`config.mk`:
```
export PLATFORM = sky130hd
export DESIGN_NAME = toc_unit
export DESIGN_NICKNAME = d
export VERILOG_FILES = /design/src/design/toc_pkg.sv /design/src/design/toc_unit.sv
export VERILOG_INCLUDE_DIRS = /design/src /design/src/design
export SDC_FILE = /design/constraint.sdc
export NUM_CORES = 1
export LEC_CHECK = 0
export BUFFER_PORTS_ARGS = -buffer_cell sky130_fd_sc_hd__buf_2
export CORE_ASPECT_RATIO = 1.1
export CORE_MARGIN = 5
export CORE_UTILIZATION = 50
export CTS_BUF_LIST = sky130_fd_sc_hd__clkbuf_2
export DETAILED_ROUTE_END_ITERATION = 10
export GPL_TIMING_DRIVEN = 0
export PLACE_DENSITY = 0.73
export SYNTH_ARGS = -nofsm -noshare
export SYNTH_HDL_FRONTEND = slang
export SYNTH_SLANG_ARGS = --single-unit
```
`constraint.sdc`:
```
create_clock -name core_clk_in -period 3.6 [get_ports core_clk_in]
set_clock_uncertainty 0.1 [all_clocks]
set_input_delay 0.18 -clock core_clk_in [delete_from_list [all_inputs] [get_ports core_clk_in]]
set_output_delay 0.18 -clock core_clk_in [all_outputs]
set_load 0.005 [all_outputs]
```
`src/design/toc_defs.svh`:
```
// register offsets, field positions, reset values and fixed ceilings of the output compare unit
`ifndef TOC_DEFS_SVH
`define TOC_DEFS_SVH

// ************************************************
// register byte offsets
// ************************************************
`define TOC_OFF_CTRL 8'h00
`define TOC_OFF_CNT_L 8'h04
`define TOC_OFF_CNT_H 8'h08
`define TOC_OFF_CMP_L 8'h0c
`define TOC_OFF_CMP_H 8'h10
`define TOC_CMP_STRIDE 8'h08
`define TOC_OFF_IEN 8'h24
`define TOC_OFF_FLAG 8'h28
`define TOC_OFF_FORCE 8'h2c

// ************************************************
// fields and values
// ************************************************
`define TOC_CTRL_MODE_LSB 0
`define TOC_CTRL_ACT_LSB 4
`define TOC_FLAG_OVF_BIT 3
`define TOC_RST_COUNT 16'h0000
`define TOC_RST_CMP 16'h0000
`define TOC_RST_MODE 4'h0
`define TOC_RST_ACT 6'h00
`define TOC_MAX 16'hffff
`define TOC_TOP_8BIT 16'h00ff
`define TOC_TOP_9BIT 16'h01ff
`define TOC_TOP_10BIT 16'h03ff

`endif

```
`src/design/toc_pkg.sv`:
```
// types shared by the output compare unit
package toc_pkg;

	typedef logic [1:0] toc_act_t;

	// all state of the unit
	typedef struct packed {
		logic [15:0] count;
		logic down;
		logic [7:0] temp;
		logic [3:0] mode;
		logic [2:0][1:0] act;
		logic [2:0][15:0] cmp;
		logic [2:0][15:0] cbuf;
		logic [3:0] ien;
		logic [3:0] flag;
		logic [2:0] oc;
		logic block;
		logic ack;
		logic err;
		logic [31:0] rdata;
	} toc_state_s;

endpackage

```
`src/design/toc_unit.sv`:
```
// output compare unit of a 16-bit timer: counter, three compare channels, apb registers
//
// Decided for this implementation: the placing of the registers and the APB slave port.
`include "toc_defs.svh"

// Contract
// - 16-bit equality sets match flag next tick
// - enabled flag requests irq, service clears it
// - writing one to flag bit clears it
// - channel a compare may set counter ceiling
// - compare buffered in pwm, direct otherwise
// - buffer copied only at ceiling or floor
// - cpu reaches buffer if buffered, else active
// - compare changes by cpu only, direct high read
// - high byte to latch, low loads 16 bits
// - force strobe acts like match outside pwm, no flag
// - count write blocks next tick's matches
// - output state survives mode change
// - action bits apply at once, unbuffered
// - reset clears output state to zero
// - nonzero action overrides port value on pin
// - output visible only with direction set
// - action bits never affect counting sequence
// - action zero leaves output state unchanged
// - normal mode counts up, wraps at max
// - overflow flag set as count becomes zero; dual slope sets it as count leaves zero, ctc only on the wrap from max
// - clear-on-match action one toggles output
// - fast pwm two clears on match, three inverse
module toc_unit (
	input wire logic core_clk_in,
	input wire logic sys_rst_in,
	input wire logic core_ce_in,
	input wire logic timer_tick_in,
	input wire logic [15:0] capture_value_in,
	input wire logic psel_in,
	input wire logic penable_in,
	input wire logic pwrite_in,
	input wire logic [7:0] paddr_in,
	input wire logic [31:0] pwdata_in,
	output logic [31:0] prdata_out,
	output logic pready_out,
	output logic pslverr_out,
	input wire logic [2:0] compare_irq_ack_in,
	input wire logic overflow_irq_ack_in,
	input wire logic [2:0] port_value_in,
	input wire logic [2:0] pin_direction_bit_in,
	output logic [2:0] pin_out_out,
	output logic [2:0] pin_oe_out,
	output logic [2:0] compare_irq_out,
	output logic overflow_irq_out
);

	toc_pkg::toc_state_s state_q;
	toc_pkg::toc_state_s state_d;

	logic acc_first;
	logic acc_done;
	logic wr_done;
	logic rd_done;
	logic hit;
	logic [31:0] rd_val;
	logic [7:0] wd;
	logic is_pwm;
	logic is_dual;
	logic is_fast;
	logic var_top;
	logic [15:0] top;
	logic top_hit;
	logic at_floor;
	logic buf_load;
	logic [2:0] match;
	logic [2:0] force_hit;
	logic [3:0] flag_set;
	logic [3:0] flag_clr;
	logic [2:0][15:0] visible;

	// ************************************************
	// mode decode
	// ************************************************
	always_comb begin
		is_pwm = !(state_q.mode == 4'h0 || state_q.mode == 4'h4 || state_q.mode == 4'hc);
		is_dual = (state_q.mode inside {4'h1, 4'h2, 4'h3, 4'h8, 4'h9, 4'ha, 4'hb});
		is_fast = (state_q.mode inside {4'h5, 4'h6, 4'h7, 4'he, 4'hf});
		var_top = (state_q.mode inside {4'h4, 4'h8, 4'h9, 4'ha, 4'hb, 4'hc, 4'he, 4'hf});
		unique case (state_q.mode)
			4'h1, 4'h5: top = `TOC_TOP_8BIT;
			4'h2, 4'h6: top = `TOC_TOP_9BIT;
			4'h3, 4'h7: top = `TOC_TOP_10BIT;
			4'h4, 4'h9, 4'hb, 4'hf: top = state_q.cmp[0];
			4'h8, 4'ha, 4'hc, 4'he: top = capture_value_in;
			default: top = `TOC_MAX;
		endcase
	end

	// ************************************************
	// bus decode and read mux
	// ************************************************
	always_comb begin
		acc_first = psel_in && penable_in && !state_q.ack;
		acc_done = psel_in && penable_in && state_q.ack;
		wr_done = acc_done && pwrite_in;
		rd_done = acc_done && !pwrite_in;
		wd = pwdata_in[7:0];
		hit = 1'b1;
		rd_val = 32'h0000_0000;
		for (int i = 0; i < 3; i++) begin
			// cpu sees the buffer while buffering is on
			visible[i] = is_pwm ? state_q.cbuf[i] : state_q.cmp[i];
		end
		unique case (paddr_in)
			`TOC_OFF_CTRL: rd_val = {22'h000000, state_q.act, state_q.mode};
			`TOC_OFF_CNT_L: rd_val = {24'h000000, state_q.count[7:0]};
			`TOC_OFF_CNT_H: rd_val = {24'h000000, state_q.temp};
			`TOC_OFF_IEN: rd_val = {28'h0000000, state_q.ien};
			`TOC_OFF_FLAG: rd_val = {28'h0000000, state_q.flag};
			`TOC_OFF_FORCE: rd_val = 32'h0000_0000;
			default: begin
				hit = 1'b0;
				for (int i = 0; i < 3; i++) begin
					if (paddr_in == 8'(`TOC_OFF_CMP_L + i * `TOC_CMP_STRIDE)) begin
						rd_val = {24'h000000, visible[i][7:0]};
						hit = 1'b1;
					end
					if (paddr_in == 8'(`TOC_OFF_CMP_H + i * `TOC_CMP_STRIDE)) begin
						// no latch on the read path: compare never moves by itself
						rd_val = {24'h000000, visible[i][15:8]};
						hit = 1'b1;
					end
				end
			end
		endcase
	end

	// ************************************************
	// counter events
	// ************************************************
	always_comb begin
		// in variable-ceiling modes the ceiling is skipped on the tick after a count write so the count runs on
		top_hit = (state_q.count == top) && !(state_q.block && var_top);
		at_floor = (state_q.count == 16'h0000) && state_q.down;
		if (is_fast) begin
			buf_load = timer_tick_in && top_hit;
		end else if (is_dual) begin
			buf_load = timer_tick_in && ((state_q.mode inside {4'h8, 4'h9}) ? at_floor : (top_hit && !state_q.down));
		end else begin
			buf_load = 1'b0;
		end
		for (int i = 0; i < 3; i++) begin
			match[i] = timer_tick_in && (state_q.count == state_q.cmp[i]) && !state_q.block;
			force_hit[i] = wr_done && !is_pwm && paddr_in == `TOC_OFF_FORCE && wd[i];
		end
	end

	// ************************************************
	// next state
	// ************************************************
	always_comb begin
		state_d = state_q;
		flag_set = 4'h0;
		flag_clr = 4'h0;

		// counting sequence depends on mode bits, count and ceiling only, not on action bits
		if (timer_tick_in) begin
			state_d.block = 1'b0;
			if (is_dual) begin
				if (!state_q.down) begin
					if (top_hit) begin
						state_d.down = 1'b1;
						state_d.count = state_q.count - 16'h0001;
					end else begin
						state_d.count = state_q.count + 16'h0001;
					end
				end else if (state_q.count == 16'h0000) begin
					state_d.down = 1'b0;
					state_d.count = 16'h0001;
					flag_set[`TOC_FLAG_OVF_BIT] = 1'b1;
				end else begin
					state_d.count = state_q.count - 16'h0001;
				end
			end else if (is_fast || state_q.mode == 4'h4 || state_q.mode == 4'hc) begin
				state_d.down = 1'b0;
				if (top_hit) begin
					state_d.count = 16'h0000;
					if (is_fast) begin
						flag_set[`TOC_FLAG_OVF_BIT] = 1'b1;
					end
				end else begin
					state_d.count = state_q.count + 16'h0001;
				end
				if (!is_fast && state_q.count == `TOC_MAX) begin
					flag_set[`TOC_FLAG_OVF_BIT] = 1'b1;
				end
			end else begin
				// normal: up only, wraps at max
				state_d.down = 1'b0;
				state_d.count = state_q.count + 16'h0001;
				if (state_q.count == `TOC_MAX) begin
					flag_set[`TOC_FLAG_OVF_BIT] = 1'b1;
				end
			end
		end

		if (buf_load) begin
			state_d.cmp = state_q.cbuf;
		end

		// ************************************************
		// waveform generator per channel
		// ************************************************
		for (int i = 0; i < 3; i++) begin
			flag_set[i] = match[i];
			if (!is_pwm) begin
				if (match[i] || force_hit[i]) begin
					unique case (state_q.act[i])
						2'h1: state_d.oc[i] = !state_q.oc[i];
						2'h2: state_d.oc[i] = 1'b0;
						2'h3: state_d.oc[i] = 1'b1;
						default: state_d.oc[i] = state_q.oc[i];
					endcase
				end
			end else if (is_fast) begin
				if (timer_tick_in && top_hit && state_q.act[i][1]) begin
					state_d.oc[i] = !state_q.act[i][0];
				end else if (match[i]) begin
					if (state_q.act[i][1]) begin
						state_d.oc[i] = state_q.act[i][0];
					end else if (i == 0 && state_q.act[i] == 2'h1 && state_q.mode == 4'hf) begin
						state_d.oc[i] = !state_q.oc[i];
					end
				end
			end else if (match[i] && state_q.act[i][1]) begin
				// dual slope: upcount match acts as fast pwm, downcount inverts
				state_d.oc[i] = state_q.act[i][0] ^ state_q.down;
			end
		end

		// ************************************************
		// apb access
		// ************************************************
		if (acc_first) begin
			state_d.ack = 1'b1;
			state_d.rdata = rd_val;
			state_d.err = !hit;
		end
		if (acc_done) begin
			state_d.ack = 1'b0;
		end
		if (rd_done && paddr_in == `TOC_OFF_CNT_L) begin
			state_d.temp = state_q.count[15:8];
		end
		if (wr_done) begin
			unique case (paddr_in)
				`TOC_OFF_CTRL: begin
					state_d.mode = pwdata_in[`TOC_CTRL_MODE_LSB +: 4];
					// takes effect at once, oc itself is left alone
					state_d.act = pwdata_in[`TOC_CTRL_ACT_LSB +: 6];
				end
				`TOC_OFF_CNT_H: state_d.temp = wd;
				`TOC_OFF_CNT_L: begin
					// cpu write wins over counting and blocks matches on the next tick
					state_d.count = {state_q.temp, wd};
					state_d.block = 1'b1;
				end
				`TOC_OFF_IEN: state_d.ien = pwdata_in[3:0];
				`TOC_OFF_FLAG: flag_clr = pwdata_in[3:0];
				default: begin
					for (int i = 0; i < 3; i++) begin
						if (paddr_in == 8'(`TOC_OFF_CMP_H + i * `TOC_CMP_STRIDE)) begin
							state_d.temp = wd;
						end
						if (paddr_in == 8'(`TOC_OFF_CMP_L + i * `TOC_CMP_STRIDE)) begin
							if (is_pwm) begin
								state_d.cbuf[i] = {state_q.temp, wd};
							end else begin
								state_d.cmp[i] = {state_q.temp, wd};
							end
						end
					end
				end
			endcase
		end

		// service acknowledge clears; a new event in the same cycle still wins
		flag_clr = flag_clr | ({overflow_irq_ack_in, compare_irq_ack_in} & state_q.ien);
		state_d.flag = (state_q.flag & ~flag_clr) | flag_set;
	end

	// ************************************************
	// state register
	// ************************************************
	always_ff @(posedge core_clk_in) begin
		if (sys_rst_in) begin
			state_q.count <= `TOC_RST_COUNT;
			state_q.down <= 1'b0;
			state_q.temp <= 8'h00;
			state_q.mode <= `TOC_RST_MODE;
			state_q.act <= `TOC_RST_ACT;
			state_q.cmp <= {3{`TOC_RST_CMP}};
			state_q.cbuf <= {3{`TOC_RST_CMP}};
			state_q.ien <= 4'h0;
			state_q.flag <= 4'h0;
			state_q.oc <= 3'h0;
			state_q.block <= 1'b0;
			state_q.ack <= 1'b0;
			state_q.err <= 1'b0;
			state_q.rdata <= 32'h0000_0000;
		end else if (core_ce_in) begin
			state_q <= state_d;
		end
	end

	// ************************************************
	// outputs
	// ************************************************
	always_comb begin
		prdata_out = state_q.rdata;
		pready_out = state_q.ack;
		pslverr_out = state_q.ack && state_q.err;
		compare_irq_out = state_q.flag[2:0] & state_q.ien[2:0];
		overflow_irq_out = state_q.flag[`TOC_FLAG_OVF_BIT] && state_q.ien[`TOC_FLAG_OVF_BIT];
		for (int i = 0; i < 3; i++) begin
			pin_out_out[i] = (state_q.act[i] != 2'h0) ? state_q.oc[i] : port_value_in[i];
			pin_oe_out[i] = pin_direction_bit_in[i];
		end
	end

endmodule // toc_unit
```
# Yosys cells after proc, flatten, opt, wreduce, memory -nomap -nowiden
# Index checks and enable logic that the tools add are counted.
# W data, S select, Z words.
[totals] regBits=177 out_inout_bits=44 word_cells=270
[classes] n_addsub=2 eq_ne=51 n_mux=98 bitwise_logic=11 n_reduce_logical=86
[ops] operator="$mux W16" count=20
[ops] operator="$pmux W32 S6" count=1
[ops] operator="$mux W32" count=5
[ops] operator="$mux W118" count=1
[ops] operator="$mux W96" count=1
[ops] operator="$pmux W16 S5" count=1
[ops] operator="$mux W17" count=4
[ops] operator="$eq A16 B16 Y1" count=4
[ops] operator="$mux W1" count=50
[ops] operator="$mux W48" count=1
[ops] operator="$mux W8" count=5
[ops] operator="$mux W34" count=1
[ops] operator="$logic_and A1 B1 Y1" count=33
[ops] operator="$eq A8 B5 Y1 const B" count=4
[ops] operator="$eq A8 B6 Y1 const B" count=4
[ops] operator="$eq A4 B4 Y1 const B" count=7
[ops] operator="$ne A4 B1 Y1 const B" count=6
[ops] operator="$reduce_and A6 Y1" count=3
[ops] operator="$add A16 B1 Y16 const B" count=1
[ops] operator="$eq A16 B16 Y1 const B" count=1
[ops] operator="$eq A4 B3 Y1 const B" count=4
[ops] operator="$eq A8 B4 Y1 const B" count=2
[ops] operator="$logic_not A16 Y1" count=1
[ops] operator="$pmux W8 S2" count=1
[ops] operator="other kinds (34)" count=87

# Logic depth before layout (Yosys ltp)
# Gate-level depths: netlist of the first run.
[depth] word_depth=15 ltp_mapped=15 ltp_nobuf=11

# Least setup slack after synthesis of the first run
# No wires, ideal clock.
[synth_timing] kind="flip-flop to flip-flop" startpoint="register state_q[149] (netlist name)" endpoint="register state_q[102] (netlist name)" setup_time_ns=0.115 arrival_time_ns=3.191 required_ns=3.385 slack_ns=0.193 path_stages_with_launch=14 n_path_buf=3 synth_period_minus_slack_ns=3.407 path_cell_list="dfxtp_1 buf_6 or4b_4 o21ai_2 nor2_1 or4b_1 a2111o_1 nor4_4 a31o_4 nand2_1 buf_2 buf_2 o22ai_1 nor2_1"
[synth_between] elab_chain_len=15 elab_cells_between_ends=42 classes_between="15 x eq/ne; 9 x mux; 18 x reduce/logical"
[synth_rtl] element="from (decl)" line_no="toc_unit.sv:53" source="toc_pkg::toc_state_s state_q;"
[synth_rtl] element="from (signal assigned)" line_no="toc_unit.sv:308" source="state_q <= state_d;"
[synth_rtl] element="$eq A4 B4 Y1 (tied with other cells)"
[synth_rtl] element="$reduce_or A4 Y1 (tied with other cells)" line_no="toc_unit.sv:85" source="unique case (state_q.mode)"
[synth_rtl] element="$pmux W16 S5 / $logic_and A1 B1 Y1 (equally long branches)" line_no="toc_unit.sv:85, toc_unit.sv:139"
[synth_rtl] element="$eq A16 B16 Y1 / $logic_not A1 Y1 (equally long branches)" line_no="toc_unit.sv:139" source="top_hit = (state_q.count == top) && !(state_q.block && var_top);"
[synth_rtl] element="$logic_and A1 B1 Y1" line_no="toc_unit.sv:139"
[synth_rtl] element="$logic_and A1 B1 Y1" line_no="toc_unit.sv:144" source="buf_load = timer_tick_in && ((state_q.mode inside {4'h8, 4'h9}) ? at_floor : (top_hit && !state_q.down));"
[synth_rtl] element="$mux W1" line_no="toc_unit.sv:144"
[synth_rtl] element="$logic_and A1 B1 Y1" line_no="toc_unit.sv:144"
[synth_rtl] element="$mux W1" line_no="toc_unit.sv:143" source="end else if (is_dual) begin"
[synth_rtl] element="$mux W1" line_no="toc_unit.sv:141" source="if (is_fast) begin"
[synth_rtl] element="$mux W48" line_no="toc_unit.sv:203" source="if (buf_load) begin"
[synth_rtl] element="$mux W16" line_no="toc_unit.sv:272" source="if (is_pwm) begin"
[synth_rtl] element="$mux W16" line_no="toc_unit.sv:271" source="if (paddr_in == 8'(`TOC_OFF_CMP_L + i * `TOC_CMP_STRIDE)) begin"
[synth_rtl] element="$mux W96" line_no="toc_unit.sv:252" source="unique case (paddr_in)"
[synth_rtl] element="$mux W118 *" line_no="toc_unit.sv:251" source="if (wr_done) begin"
# Mark *: on every way between the ends. The rest lies on a longest branch, timed or not.
# A chain may end at the register's enable or synchronous reset.

# Worst setup path in the final report of the first run
[layout_timing] startpoint="register state_q[149] (netlist name)" endpoint="register state_q[105] (netlist name)"
# Same word-level chain as after synthesis.

==> metrics.txt, run 1 <==
Max-Cap Viols 0; crit-path cells buf_6 -> or4b_4 -> o21ai_4 -> buf_6 -> nor2_2 -> or4b_1 -> a2111o_1 -> nor4_4 -> buf_4 -> a31o_4 -> buf_6 -> nand2_4 -> buf_12 -> clkbuf_16 -> o22ai_2 -> nor2_1; Fin. Hold Viols 0; Seq/Total Area, Yosys 0.2878; fin crit share 1.041; Overall Global Routing Usage 0.4315; IO Port Bufs between 60 and 70; Primary FF master, synth dfxtp_1; post-route design area 0.01298 mm²; Worst Hold Class input pin to flip-flop; Final ANT Viol Nets 0; Max clock buf depth 2; Seq cells post-synth between 150 and 200; worst r2r dst state_q[105]; Initial Util 0.5062; vias in the first global route around 12000; Slew headroom 0.1518; Final Routed Wirelength roughly 55 mm; CP max-delay cell or4b_4; CTS sink cnt approximately 160; most common cell in the netlist nand2_1; CP max FO 7; Clock Latency Late Sink roughly 0.81 ns; VDD IR max roughly 190 µV; Final setup viols 50; Arr. time, crit path 4.40 ns; leakage power around 4.8 nW; Die Height about 160 µm; slew at the pin closest to its max-slew limit ~1.3 ns; initial antenna violation count 2; first-pass GRT wire length approximately 80 mm; Starting DRT DRC Count about 2100; status finished, violations left; H-tree Lvls 4; DP HPWL 39.06 mm; Vias around 13000; CTS tree built; setup ws final -0.1475 ns; Top-Level Pins about 120; Startpoint Class flip-flop; area delta synth->final 20.40%; share of cells above drive strength 1 0.1898; DP Worst Slack -1.070 ns; routed vias/inst about 6.8; pwr/cell area 261.5 mW/mm²; slack of the worst reg-to-reg path -0.15 ns; library cells used by synthesis 83; Synth Instances around 1500; Placed Instance Area roughly 0.012 mm²; Pre-Repair DR Iteration Count 7; Max Freq between 200 and 300 MHz; number of flops mapped to enable cells by yosys 0; mapped cell area about 0.011 mm²; TritonCTS Buffers 17; Final Slew Violations 0; Commonest cells post-synth 212 x nand2_1, 187 x nor2_1, 155 x dfxtp_1, 107 x a21oi_1, 89 x clkbuf_1; worst reg2reg path depth 16; GRT overflow 0; CP Class flip-flop to flip-flop; largest net degree at the start of global routing 17; die area approximately 0.025 mm²; unrepaired setup endpoints after global routing yes; DIE WIDTH 150.0 µm; wire per inst around 28 µm; number of fill cells around 2000; clk slew on worst S/H paths 0.30 ns; Worst Hold Endpoint state_q[77]; FP Rows 56; Period minus WS final about 3.7 ns; CP startpoint state_q[149]; Worst setup EP type flip-flop; Hold Startpoint paddr_in[6]; Mapped Avg Cell Area 7.301 µm²; hold path depth 7; Synth area leaders dfxtp_1 29%, nand2_1 7.4%, nor2_1 6.5%, a21oi_1 5.0%, xor2_1 3.7%; failing checks setup timing; Yosys warnings 0; root buf cell clkbuf_2; Async SR Flop Fraction 0; WP data required between 4 and 5 ns; core area 0.02130 mm²; CP dominant cell by count buf_6; nets@finish between 1500 and 2000; drc violations 0; Reg-to-Reg Start state_q[149]; leading area contributor after synthesis dfxtp_1; GPL Wtd Cong ~1.1; share of the synthesized area in the top cell type 0.2878; slowest cell delay on critical path between 0.5 and 0.6 ns
-- worst max path at each step --
stage / endpoint / slack (ns)
after floorplan: state_q[102] / 0.19
after global placement: state_q[172] / -1.10
after detailed placement: prdata_out[7] / -1.07
after CTS: state_q[94] / -0.05
after global routing: state_q[94] / -0.19
final: state_q[105] / -0.15
-- state kept, by name (all words and copies together) (netlist names) --
register    count
prdata_out     10
state_q       144
pready_out      1
-- cell usage in the layout, fill, tap and decap left out, types with 19 or more instances in the layout --
cell           count
clkbuf_2          35
nand2_1          211
dlygate4sd3_1     29
o21ai_0           36
mux2i_1           21
o22ai_1           30
inv_1             43
clkbuf_1          66
conb_1            22
o22ai_2           23
buf_2             70
buf_4             60
xor2_1            46
nand3_1           56
a21oi_1          105
a211o_1           33
xnor2_1           21
o21a_1            19
nor2_1           181
nor3_1            28
dfxtp_1          151
-- critical path, delay by kind of cell, from the launching register on --
family                 cells  cell delay [ns]
AO/OA/AOI/OAI              4             0.99
flip-flops                 1             0.40
AND/OR/NAND/NOR            6             1.29
buffers and inverters      6             0.90
-- final cells by class --
class | instances | area (µm²) | area share
multi-input combinational | 1142 | 7289 | 0.5615
inverter | 46 | 177.7 | 0.01369
antenna | 1 | 2.502 | 0.0001928
clock inverter | 14 | 148.9 | 0.01147
timing repair buffer | 124 | 937.1 | 0.07219
sequential | 155 | 3113 | 0.2398
tap | 290 | 362.8 | 0.02795
buffer | 150 | 860.8 | 0.06631
clock buffer | 18 | 90.09 | 0.006939
-- cells by family after synthesis --
| logic type | synth area share |
|---|---|
| AO/OA/AOI/OAI | 0.2777 |
| XOR/XNOR | 0.05442 |
| adder cells (fa/ha/maj) | 0.006962 |
| buffers and inverters | 0.08575 |
| flip-flops | 0.2878 |
| multiplexers | 0.04038 |
| other | 0.0003478 |
| AND/OR/NAND/NOR | 0.2467 |
-- routing by layer --
metal	up-vias	track usage	wire (µm)
met5	-	0	13
met4	2	0.3157	5245
met3	360	0.1313	8110
met2	1149	0.6431	23140
met1	6066	0.5243	18540
li1	5618	-	-
-- power breakdown --
part / internal, mW / switching (mW)
sequential: 1.74 / 0.0195
clock: 0.285 / 0.784
combinational: 0.191 / 0.379
-- metrics by stage --
stage	total power, mW	setup TNS, ns	hold WS (ns)	util	std cells
6_report	3.395	-3.991	0.01899	0.6095	1940
5_1_grt	3.476	-5.895	0.01341	0.6095	1940
4_1_cts	3.337	-0.2206	0.007388	0.5907	1925
3_5_place_dp	2.286	-80.94	0.3537	0.5418	1851
3_3_place_gp	2.286	-86.14	0.3407	0.5418	1851
2_1_floorplan	2.081	0	0.2160	-	1498
-- what timing repair did --
action / 4_1_cts / 5_1_grt
endpoints found under the hold margin: 75 / 0
hold buffers: 29 / 0
setup endpoints to repair: 119 / 79
pin swaps: 22 / 26
gates cloned: 2 / 2
gates resized for setup: 95 / 74
setup buffers: 17 / 12
Note: power is estimated with default switching activity, not from simulation.
==> run 2: changes to the inputs <==
--- a/config.mk
+++ b/config.mk
@@ -8,7 +8,7 @@
 export LEC_CHECK = 0
 export BUFFER_PORTS_ARGS = -buffer_cell sky130_fd_sc_hd__buf_2
 export CORE_ASPECT_RATIO = 1.1
-export CORE_MARGIN = 5
+export CORE_MARGIN = 1.5
 export CORE_UTILIZATION = 50
 export CTS_BUF_LIST = sky130_fd_sc_hd__clkbuf_2
 export DETAILED_ROUTE_END_ITERATION = 10
==> run 2 against run 1 <==
  * The flow still finishes with violations (setup timing)
  * Clock-buffer cell count is the same
  * Sequential power is essentially flat
  * Largest cell class unchanged
  * Cell count decreased by 0.41%
  * Global-route usage rose by 3.8 points
  * Critical path type unchanged
  * Worst setup slack improved by 0.044 ns
  * Worst hold slack better by 0.010 ns
  * Total power up 1.1%
==> metrics.txt, run 2 (same netlist as run 1, synthesis figures left out) <==
post-route design area 0.01272 mm² (-2.0%); slew at the pin closest to its max-slew limit 1.164 ns (-0.09639 ns); Initial Util 0.5079 (+0.001671); Placed Instance Area 0.01154 mm² (unchanged); Period minus WS final 3.703 ns (-0.04429 ns); routed vias/inst 6.724 (-1.1%); vias in the first global route 11690 (-1.7%); Fin. Hold Viols 0 (unchanged); die area 0.02246 mm² (-8.7%); setup ws final -0.1032 ns (+0.04429 ns); Max Freq 270.0 MHz (+1.2%); Startpoint Class flip-flop; leakage power 4.682 nW (-1.8%); clk slew on worst S/H paths 0.28 ns (-0.02 ns); area delta synth->final 17.94%; most frequent cells in the layout 211 x nand2_1, 181 x nor2_1, 151 x dfxtp_1, 105 x a21oi_1, 71 x buf_2; Max clock buf depth 2 (unchanged); setup tns final -0.2143 ns (+3.777 ns); FP Rows 56 (unchanged); root buf cell clkbuf_2; number of fill cells 2076 (+3.9%); Overall Global Routing Usage 0.4694 (+0.03790); DIE WIDTH 143.0 µm (-4.7%); Clock Latency Late Sink 0.81 ns (about the same); Starting DRT DRC Count 1808 (-15%); unrepaired setup endpoints after global routing yes; Slew headroom 0.2238 (+0.07201); Final Routed Wirelength 53.36 mm (-3.1%); max FFs per register 144 (unchanged); H-tree Lvls 4 (unchanged); wire per inst 27.62 µm (-2.7%); CP max-delay cell dfxtp_1; Die Height 157.0 µm (-4.3%); Pre-Repair DR Iteration Count 7 (unchanged); VDD IR max 220.0 µV (+16%); share of cells above drive strength 1 0.1755 (-0.01431); nets@finish 1707 (-0.47%); Worst setup EP type flip-flop; Final setup viols 10 (-80%); DP HPWL 38.62 mm (-1.1%); Final ANT Viol Nets 0 (unchanged); Max-Cap Viols 0 (unchanged); first-pass GRT wire length 75.74 mm (-2.8%); Final Power 3.433 mW (+1.1%); CP max FO 6 (-1); GRT overflow 0 (unchanged); Vias 12990 (-1.5%); fin crit share 1.029 (-0.01230); crit-path cells inv_1 -> a222oi_1 -> a21oi_1 -> or4bb_1 -> a2111o_1 -> nor4_4 -> buf_6 -> a31o_4 -> o21ai_4 -> buf_4 -> a221oi_1 -> o21a_1; Arr. time, crit path 4.39 ns (about the same); status finished, violations left; Worst Hold Class input pin to flip-flop; Top-Level Pins 117 (unchanged); TritonCTS Buffers 17 (unchanged); WP data required 4.28 ns (+0.03 ns); drc violations 0 (unchanged); commonest non-fill, non-tap cell in the layout nand2_1; DP Worst Slack -1.157 ns (-0.08739 ns); slowest cell delay on critical path 0.53 ns (about the same); core area 0.02123 mm² (-0.33%); CTS tree built; IO Port Bufs 63 (unchanged); Final Slew Violations 0 (unchanged); GPL Wtd Cong 1.084 (-2.8%); initial antenna violation count 2 (unchanged); failing checks setup timing; hold slack 0.02938 ns (+0.01039 ns); CP Class flip-flop to flip-flop; largest net degree at the start of global routing 17 (unchanged); pwr/cell area 270.0 mW/mm² (+3.2%); CTS sink cnt 155 (unchanged); Reg with most FFs state_q
-- run 2: changes by cell type in the layout (fill, tap and decap cells not counted), moves of 3 or more --
cell and change:
clkbuf_1 -3, nor3_1 -3, nor3_2 +4, o22ai_1 +19
o22ai_2 -17
-- run 2: area by class of cell --
cell class | count | area (µm²) | share of cell area
multi-input cells | 1142 | 7114 | 0.5594
flip-flops and latches | 155 | 3113 | 0.2448
plain buffers | 149 | 862.1 | 0.06779
repair buffers | 117 | 820.8 | 0.06454
well taps | 290 | 362.8 | 0.02853
inverters | 46 | 177.7 | 0.01397
clock inverters | 14 | 173.9 | 0.01368
clock buffers | 18 | 90.09 | 0.007084
diodes | 1 | 2.502 | 0.0001968
-- run 2: metal layers --
layer  share of wire  wire [µm]  track usage
met5               0          0            0
met4           0.095       5061       0.3662
met3            0.13       6681       0.1363
met2            0.42      22640       0.7035
met1            0.36      18980       0.5626
-- run 2: worst max-delay path: cells and delay by family, from the launching register on --
kind,cells,cell delay [ns]
DFF,1,0.53
buffers and inverters,3,0.54
and+or+nand+nor,2,0.68
AOI/OAI and AO/OA,7,1.82
-- run 2: power breakdown --
| group | internal (mW) | total, mW | switching, mW |
|---|---|---|---|
| clock network | 0.357 | 1.12 | 0.762 |
| logic | 0.189 | 0.560 | 0.371 |
| registers | 1.74 | 1.76 | 0.0191 |
-- run 2: repair_timing --
| action | in CTS | in global routing |
|---|---|---|
| gates resized for setup | 66 | 79 |
| pin swaps | 8 | 21 |
| buffers inserted | 8 | 15 |
| cloned | 0 | 4 |
| setup endpoints to repair | 119 | 67 |
| hold buffers | 27 | 0 |
| hold endpoints to repair | 73 | 0 |
-- run 2: final timing paths --
| kind | start | endpoint | slack (ns) | cells past startpoint |
|---|---|---|---|---|
| worst min register to register | prdata_out[8] | prdata_out[8] | 0.38 | 2 |
| worst max register to register | state_q[100] | state_q[120] | -0.10 | 12 |
| worst max-delay path | state_q[100] | state_q[120] | -0.10 | 12 |
| worst min-delay path | pwrite_in | state_q[45] | 0.03 | 5 |
-- run 2: through the flow --
step / cells / util
finish: 1932 / 0.5990
global route: 1932 / 0.5990
floorplan: 1498 / -
CTS: 1918 / 0.5802
global placement: 1851 / 0.5436
detailed placement: 1851 / 0.5436
